--- config.mk ---
export PLATFORM = sky130hd
export DESIGN_NAME = vns_node_sync
export DESIGN_NICKNAME = d
export VERILOG_FILES = /design/src/vns_pkg.sv /design/src/vns_node_sync.sv
export VERILOG_INCLUDE_DIRS = /design/src
export SDC_FILE = /design/constraint.sdc
export NUM_CORES = 1
export LEC_CHECK = 0
export ABC_AREA = 1
export BUFFER_PORTS_ARGS = -buffer_cell sky130_fd_sc_hd__buf_4
export CAP_MARGIN = 10
export CORE_ASPECT_RATIO = 0.5
export CORE_MARGIN = 2
export CORE_UTILIZATION = 45
export DETAILED_ROUTE_END_ITERATION = 6
export SYNTH_ARGS = -nofsm -noshare
export SYNTH_HDL_FRONTEND = slang
export SYNTH_SLANG_ARGS = --single-unit
--- constraint.sdc ---
create_clock -name clock -period 2.6 [get_ports clock]
set_clock_uncertainty 0.1 [all_clocks]
set_input_delay 0.39 -clock clock [delete_from_list [all_inputs] [get_ports clock]]
set_output_delay 0.39 -clock clock [all_outputs]
set_load 0.1 [all_outputs]
--- src/vns_cfg.svh ---
// Constants for the Viterbi node synchroniser
`ifndef VNS_CFG_SVH
`define VNS_CFG_SVH
`define VNS_STEP_UP        6'h20
`define VNS_STEP_DN_MAX    6'h20
`define VNS_DN_R12         6'h1d
`define VNS_DN_R23         6'h1a
`define VNS_DN_R34         6'h19
`define VNS_DN_R56         6'h18
`define VNS_DN_R78         6'h17
`define VNS_VOTE_MAX       6'h20
`define VNS_VOTE_DEF       6'h08
`define VNS_VOTE_SHIFT     9
`define VNS_WIN_DEF        8'h08
`define VNS_WIN_SHIFT      11
`define VNS_ST_R12         4'h2
`define VNS_ST_R23         4'h6
`define VNS_ST_R34         4'h4
`define VNS_ST_R56         4'h6
`define VNS_ST_R78         4'h8
`define VNS_RATE_R12       3'h0
`define VNS_RATE_R78       3'h4
`define VNS_RATE_AUTO      3'h7
`endif

--- src/vns_pkg.sv ---
// Types for the Viterbi node synchroniser
package vns_pkg;
    typedef struct packed {
        logic [2:0] firstCodedBranch;
        logic [2:0] secondCodedBranch;
    } vns_soft_t;
    typedef struct packed {
        logic [2:0] rate;
        logic [2:0] index;
    } vns_hyp_t;
    typedef enum logic [1:0] {
        VNS_SEARCH = 2'b01,
        VNS_LOCKED = 2'b10
    } vns_state_t;
endpackage

--- src/vns_node_sync.sv ---
// Syndrome-based node synchroniser in front of a Viterbi decoder
// Functional notes
// - Sync must be reached: phase ambiguity removed and code rate identified.
// - Syndrome bit formed from data and rate syndrome; zero when in sync.
// - Hypothesis phase: I/Q passed unchanged or rotated by 90 degrees.
// - Hypothesis framing: one of four framings of the two streams.
// - Accumulated score reaching threshold registers an out-of-sync vote.
// - Each out-of-sync vote advances the state index, which is readable.
// - Step up is fixed at 32.
// - Step down from 6-bit field capped at 32, or rate default.
// - Default step down: 29, 26, 25, 24, 23 for the five rates.
// - Vote limit from field capped at 32, default 8.
// - Threshold is vote limit times 512.
// - States per rate: 2, 6, 4, 6, 8.
// - Automatic mode tests every rate's states in sequence.
// - Lock shown when state unchanged for a lock window; default length 8.
// - Lock window lasts length times 2048 syndrome bits.
// - No threshold within a window: clear accumulator, stay locked.
// - Threshold inside window: out of lock, next state, restart.
// - Rates encode 000 to 100; 111 means automatic on input only.
// - Current rate shown on decoded_rate_pins and status port.
// - decoder_locked_flag is active high sync status.
`timescale 1ns/10ps
`include "vns_cfg.svh"
module vns_node_sync
    import vns_pkg::*;
#(
    parameter int ACC_W = 16,
    parameter int WIN_W = 20
) (
    input  wire logic       clock,
    input  wire logic       nrst,
    input  wire logic       softValid,
    input  wire vns_soft_t  softIn,
    input  wire logic [2:0] rateSelect,
    input  wire logic       useRateDefaultStepDown,
    input  wire logic [5:0] stepDownField,
    input  wire logic       useDefaultVoteLimit,
    input  wire logic [5:0] voteLimitField,
    input  wire logic       useDefaultLockWindow,
    input  wire logic [7:0] lockWindowField,
    output logic            symValid,
    output vns_soft_t       symOut,
    output logic [2:0]      decodedRatePins,
    output logic [2:0]      syncStateIndex,
    output logic [2:0]      decodedRateStatus,
    output logic            decoderLockedFlag
);
    // Sizing: the accumulator must hold 32 x 512 plus one step up without wrapping,
    // and the window counter must reach 255 x 2048 syndrome bits.
    // Narrower settings would wrap silently, so they are refused here.
    initial begin
        if (ACC_W < 16 || WIN_W < 19) begin
            $error("vns_node_sync: widths too small for threshold or window");
        end
    end

    // Reset release synchroniser
    // Assertion is immediate; release waits two edges so that no flop
    // leaves reset on a metastable recovery. Costs two cycles of latency.
    logic rstMeta_q;
    logic rstSync_q;
    always_ff @(posedge clock or negedge nrst) begin
        if (!nrst) begin
            rstMeta_q <= 1'b0;
            rstSync_q <= 1'b0;
        end else begin
            rstMeta_q <= 1'b1;
            rstSync_q <= rstMeta_q;
        end
    end
    wire logic rstN = rstSync_q;

    vns_hyp_t   hyp_q;
    vns_state_t state_q;
    logic [ACC_W-1:0] acc_q;
    logic [WIN_W-1:0] win_q;
    logic [5:0] histFirst_q;
    logic [5:0] histSecond_q;

    // States per rate
    function automatic logic [3:0] statesOf(input logic [2:0] r);
        case (r)
            3'h0:    statesOf = `VNS_ST_R12;
            3'h1:    statesOf = `VNS_ST_R23;
            3'h2:    statesOf = `VNS_ST_R34;
            3'h3:    statesOf = `VNS_ST_R56;
            default: statesOf = `VNS_ST_R78;
        endcase
    endfunction

    // Effective step down
    // Use flag high takes the field, capped; low takes the rate default.
    // The cap keeps the drift of a wrong hypothesis pointing upward.
    logic [5:0] stepDown;
    always_comb begin
        if (useRateDefaultStepDown) begin
            stepDown = (stepDownField > `VNS_STEP_DN_MAX) ? `VNS_STEP_DN_MAX
                                                           : stepDownField;
        end else begin
            case (hyp_q.rate)
                3'h0:    stepDown = `VNS_DN_R12;
                3'h1:    stepDown = `VNS_DN_R23;
                3'h2:    stepDown = `VNS_DN_R34;
                3'h3:    stepDown = `VNS_DN_R56;
                default: stepDown = `VNS_DN_R78;
            endcase
        end
    end

    // Threshold and lock window lengths
    // Both are plain shifts of the selected length, so no multiplier is needed.
    // A window field of zero gives an immediate window end; software must avoid it.
    logic [5:0] effectiveVoteLimit;
    logic [7:0] lockWindowLength;
    logic [ACC_W-1:0] threshold;
    logic [WIN_W-1:0] windowBits;
    always_comb begin
        if (!useDefaultVoteLimit) begin
            effectiveVoteLimit = `VNS_VOTE_DEF;
        end else if (voteLimitField > `VNS_VOTE_MAX) begin
            effectiveVoteLimit = `VNS_VOTE_MAX;
        end else begin
            effectiveVoteLimit = voteLimitField;
        end
        lockWindowLength = useDefaultLockWindow ? lockWindowField : `VNS_WIN_DEF;
        threshold  = ACC_W'({effectiveVoteLimit, 9'h000});
        windowBits = WIN_W'({lockWindowLength, 11'h000});
    end

    // Phase rotation of the input pair; framing is applied at the syndrome taps
    // Rotation by 90 degrees maps (I,Q) to (Q,-I); -x on soft bits is bit inversion
    vns_soft_t rotated;
    always_comb begin
        if (hyp_q.index[0]) begin
            rotated.firstCodedBranch  = softIn.secondCodedBranch;
            rotated.secondCodedBranch = ~softIn.firstCodedBranch;
        end else begin
            rotated = softIn;
        end
    end

    // Hard-bit history for syndrome; framing picks the tap offset
    // Only valid words shift, so bursts with gaps give the same syndrome
    // stream as a continuous feed.
    always_ff @(posedge clock or negedge rstN) begin
        if (!rstN) begin
            histFirst_q  <= 6'h00;
            histSecond_q <= 6'h00;
        end else if (softValid) begin
            histFirst_q  <= {histFirst_q[4:0], rotated.firstCodedBranch[2]};
            histSecond_q <= {histSecond_q[4:0], rotated.secondCodedBranch[2]};
        end
    end

    // Syndrome: parity over rate-dependent taps of the shifted history
    logic [1:0] frameSel;
    logic [5:0] tapMask;
    logic       syndromeBit;
    always_comb begin
        frameSel = hyp_q.index[2:1];
        case (hyp_q.rate)
            3'h0:    tapMask = 6'h2d;
            3'h1:    tapMask = 6'h1b;
            3'h2:    tapMask = 6'h37;
            3'h3:    tapMask = 6'h3b;
            default: tapMask = 6'h3d;
        endcase
        syndromeBit = ^((histFirst_q >> frameSel) & tapMask)
                    ^ ^((histSecond_q >> frameSel) & {tapMask[0], tapMask[5:1]});
    end

    // Accumulator with zero floor and vote detection
    // The floor stops a long run of zeros from building credit that would
    // delay detection of a later loss of sync.
    logic [ACC_W-1:0] accNext;
    logic             vote;
    logic             windowEnd;
    always_comb begin
        if (syndromeBit) begin
            accNext = acc_q + ACC_W'(`VNS_STEP_UP);
        end else if (acc_q > ACC_W'(stepDown)) begin
            accNext = acc_q - ACC_W'(stepDown);
        end else begin
            accNext = '0;
        end
        vote      = softValid && (accNext >= threshold);
        windowEnd = softValid && (win_q + 1'b1 >= windowBits);
    end

    // Next hypothesis, walking all rates when automatic
    vns_hyp_t hypNext;
    logic     autoMode;
    always_comb begin
        autoMode = (rateSelect == `VNS_RATE_AUTO);
        hypNext  = hyp_q;
        if ({1'b0, hyp_q.index} + 4'h1 < statesOf(hyp_q.rate)) begin
            hypNext.index = hyp_q.index + 3'h1;
        end else begin
            hypNext.index = 3'h0;
            if (autoMode) begin
                hypNext.rate = (hyp_q.rate >= `VNS_RATE_R78) ? `VNS_RATE_R12
                                                             : hyp_q.rate + 3'h1;
            end
        end
    end

    // Forced rate change; codes 101 and 110 are ignored and hold the rate
    // A forced change restarts acquisition so old score cannot vote or lock
    logic forceRate;
    always_comb begin
        forceRate = !autoMode && (rateSelect <= `VNS_RATE_R78)
                 && (rateSelect != hyp_q.rate);
    end

    // Hypothesis register; a forced rate change restarts at its first state
    always_ff @(posedge clock or negedge rstN) begin
        if (!rstN) begin
            hyp_q <= '0;
        end else if (forceRate) begin
            hyp_q <= '{rate: rateSelect, index: 3'h0};
        end else if (vote) begin
            hyp_q <= hypNext;
        end
    end

    // Accumulator and window counter
    // Both restart together so a window always measures one hypothesis only
    always_ff @(posedge clock or negedge rstN) begin
        if (!rstN) begin
            acc_q <= '0;
            win_q <= '0;
        end else if (forceRate) begin
            acc_q <= '0;
            win_q <= '0;
        end else if (softValid) begin
            if (vote || windowEnd) begin
                acc_q <= '0;
                win_q <= '0;
            end else begin
                acc_q <= accNext;
                win_q <= win_q + 1'b1;
            end
        end
    end

    // Lock state: a full quiet window locks, any vote drops lock
    // A vote in the same word as a window end wins, so lock is never shown
    // for a hypothesis that has just been rejected.
    always_ff @(posedge clock or negedge rstN) begin
        if (!rstN) begin
            state_q <= VNS_SEARCH;
        end else if (forceRate) begin
            state_q <= VNS_SEARCH;
        end else begin
            case (state_q)
                VNS_SEARCH: if (windowEnd && !vote) state_q <= VNS_LOCKED;
                VNS_LOCKED: if (vote) state_q <= VNS_SEARCH;
                default:    state_q <= VNS_SEARCH;
            endcase
        end
    end

    // Registered outputs; data is only flagged valid once locked
    // Pins and status carry the same rate; 111 can never appear since
    // the hypothesis rate only holds codes 000 to 100.
    always_ff @(posedge clock or negedge rstN) begin
        if (!rstN) begin
            symValid          <= 1'b0;
            symOut            <= '0;
            decodedRatePins   <= 3'h0;
            decodedRateStatus <= 3'h0;
            syncStateIndex    <= 3'h0;
            decoderLockedFlag <= 1'b0;
        end else begin
            symValid          <= softValid && (state_q == VNS_LOCKED);
            symOut            <= rotated;
            decodedRatePins   <= hyp_q.rate;
            decodedRateStatus <= hyp_q.rate;
            syncStateIndex    <= hyp_q.index;
            decoderLockedFlag <= (state_q == VNS_LOCKED);
        end
    end
endmodule

==> impl_metrics.env <==
export IMPL_use_met3=0.04496
export IMPL_crit_top_cell="nand2_2"
export IMPL_hold_path_class="input port to flip-flop"
export IMPL_grt_pass1_vias=5553
export IMPL_regToRegStartpoint="hyp_q[4]"
export IMPL_via_per_inst=4.885
export IMPL_reg2reg_to="acc_q[4]"
export IMPL_numClockSinks=72
export IMPL_routed_wl_um=14730
export IMPL_path_clk_slew_ps=60
export IMPL_hold_violations=0
export IMPL_cap_viol_max_count=0
export IMPL_synth_top_flop_cell="dfrtp_1"
export IMPL_grt_overflow=0
export IMPL_num_vias=5716
export IMPL_drtPass1Iterations=4
export IMPL_core_region_area_um2=12050
export IMPL_antenna_found_initial=0
export IMPL_drv_slew=0
export IMPL_required_ps=2770
export IMPL_cts_tree="done"
export IMPL_synth_area_um2=5672
export IMPL_hold_end="symOut[1]"
export IMPL_min_from="softIn[4]"
export IMPL_clock_latency_ps=340
export IMPL_ys_seq_elements=72
export IMPL_drive_gt1_frac=0.3522
export IMPL_antenna_left=0
export IMPL_grtUsageTotal=0.2269
export IMPL_diodes=0
export IMPL_nNetsFinal=1067
export IMPL_syn_area_per_cell_um2=7.170
export IMPL_synth_largest_area_cell="dfrtp_1"
export IMPL_period_needed_ps=4327
export IMPL_worst_slack_ps=-1727
export IMPL_r2r_slack_ps=-1720
export IMPL_tightestPinTransition_ps=790.0
export IMPL_gp_congestion=0.8520
export IMPL_die_y_um=83.39
export IMPL_htree_levels=3
export IMPL_critPathMaxStageDelay_ps=350
export IMPL_timing_fmax_ghz=0.2311
export IMPL_end_kind="flip-flop"
export IMPL_die_area_um2=13570
export IMPL_cp_data_arrival_time_ps=4490
export IMPL_drtIter0Drc=185
export IMPL_finalSetupViolations=42
export IMPL_status="complete, but fails checks"
export IMPL_ff2ff_path_depth=28
export IMPL_crit_fanout=9
export IMPL_port_buffers=51
export IMPL_rsz0062_at_grt="yes"
export IMPL_start_kind="input port"
export IMPL_clock_path_buffers=2
export IMPL_initial_core_util=0.4706
export IMPL_cpMaxStageDelayCell="fa_2"
export IMPL_path_class="input port to flip-flop"
export IMPL_root_buffer="clkbuf_16"
export IMPL_synth_nets=858
export IMPL_netlist_instances=791
export IMPL_post_drt_wl_per_cell_um=12.59
export IMPL_finalSetupTns_ps=-71140
export IMPL_ioPinCount=52
export IMPL_relSlewSlack=0.4733
export IMPL_drc=0
export IMPL_synth_top_area_frac=0.3133
export IMPL_grtUsageMet1=0.3046
export IMPL_grt_pass1_wl_um=25220
export IMPL_synth_edf_count=0
export IMPL_final_common_cell="nand2_1"
export IMPL_synth_cell_type_count=47
export IMPL_holdPathStages=2
export IMPL_violations="setup timing"
export IMPL_hpwl_um=11150
export IMPL_synth_area_top_cells="dfrtp_1, nand2_1, ha_1"
export IMPL_die_w_um=162.8
export IMPL_synth_seq_area_share=0.3179
export IMPL_areaGrowthSynthToFinish_pct=40.19
export IMPL_grt_max_degree=35
export IMPL_cts_buffers_inserted=9
export IMPL_mostFrequentLayoutCells="nand2_1, buf_4, inv_1"
export IMPL_yosysWarnings=0
export IMPL_row_count=28
export IMPL_synthArstFlopShare=1.000
export IMPL_grtUsageMet2=0.3806
export IMPL_period_share=1.664
export IMPL_top_usage_layer="met2"
-- layout make-up --
| class | count | area, um^2 |
|---|---|---|
| fillers | 1064 | 4100 |
| multi-input cells | 604 | 3547 |
| flip-flops and latches | 72 | 1805 |
| repair buffers | 225 | 1784 |
| inverters | 88 | 332.8 |
| clock buffers | 10 | 229.0 |
| well taps | 165 | 206.4 |
| clock inverters | 6 | 46.29 |
-- worst max path at each step --
stage / cells after the start / startpoint / to / slack [ps]
final: 29 / stepDownField[0] / acc_q[4] / -1730
after global routing: 28 / hyp_q[4] / acc_q[10] / -2060
after CTS: 31 / stepDownField[0] / win_q[15] / -1690
after detailed placement: 29 / stepDownField[0] / win_q[18] / -2110
after global placement: 31 / stepDownField[0] / acc_q[11] / -2020
after floorplan: 30 / stepDownField[0] / acc_q[10] / -1590
-- through the flow --
stage	cell area (um^2)	util	std cells	worst slack [ps]	hold WS [ps]
CTS	7774	0.6450	1163	-1685	141.0
global placement	7401	0.6141	1142	-2016	74.20
finish	7951	0.6598	1170	-1727	147.5
global route	7951	0.6598	1170	-2065	141.6
detailed placement	7401	0.6141	1142	-2114	73.13
floorplan	5728	-	791	-1589	-5.591
-- registers in the layout, indices dropped and copies added, names as in the netlist, 2 cells and up --
name,flops
syncStateIndex,3
histSecond_q,6
histFirst_q,6
symOut,6
state_q,2
hyp_q,4
frameSel,2
decodedRateStatus,3
acc_q,16
win_q,20
-- synth_stat cells, types with 10 or more instances --
cell      count
a21oi_1      14
clkbuf_1     14
dfrtp_1      71
ha_1         31
inv_1        81
nand2_1     264
nand3_1      64
nor2_1       49
nor3_1       15
o21ai_0      29
o21ai_2      33
xnor2_1      10
xor2_1       22
-- cells by family after synthesis --
group	count (synthesis)	synth area share
buffers and inverters	116	0.09552
adders and majority gates	32	0.07192
DFF	72	0.3179
other	1	0.0006612
and+or+nand+nor	443	0.3477
AOI/OAI and AO/OA	93	0.1112
xor gates and xnor gates	34	0.05515
-- critical path: cells and delay by family --
family | cells | cell delay (ps)
buffers and inverters | 4 | 350
adder cells (fa/ha/maj) | 3 | 880
AO/OA/AOI/OAI | 10 | 1400
AND/OR/NAND/NOR | 12 | 1460
-- timing repair --
action | 4_1_cts | 5_1_grt
hold buffers | 1 | 0
endpoints found under the hold margin | 2 | 0
gates resized for setup | 12 | 35
buffers inserted | 3 | 9
endpoints found under the setup margin | 42 | 42
pin swaps | 2 | 10
cloned | 1 | 0
-- layer usage --
metal  share of wire  wire (um)  up-vias
met3           0.042        621       14
li1                -          -     2966
met1            0.48       7034     2643
met2            0.47       6950       93
met5               0          0        -
met4          0.0086        126        0
Power is not shown: default switching activity piles up to over one toggle a cycle in this logic, so the estimate is an artifact.
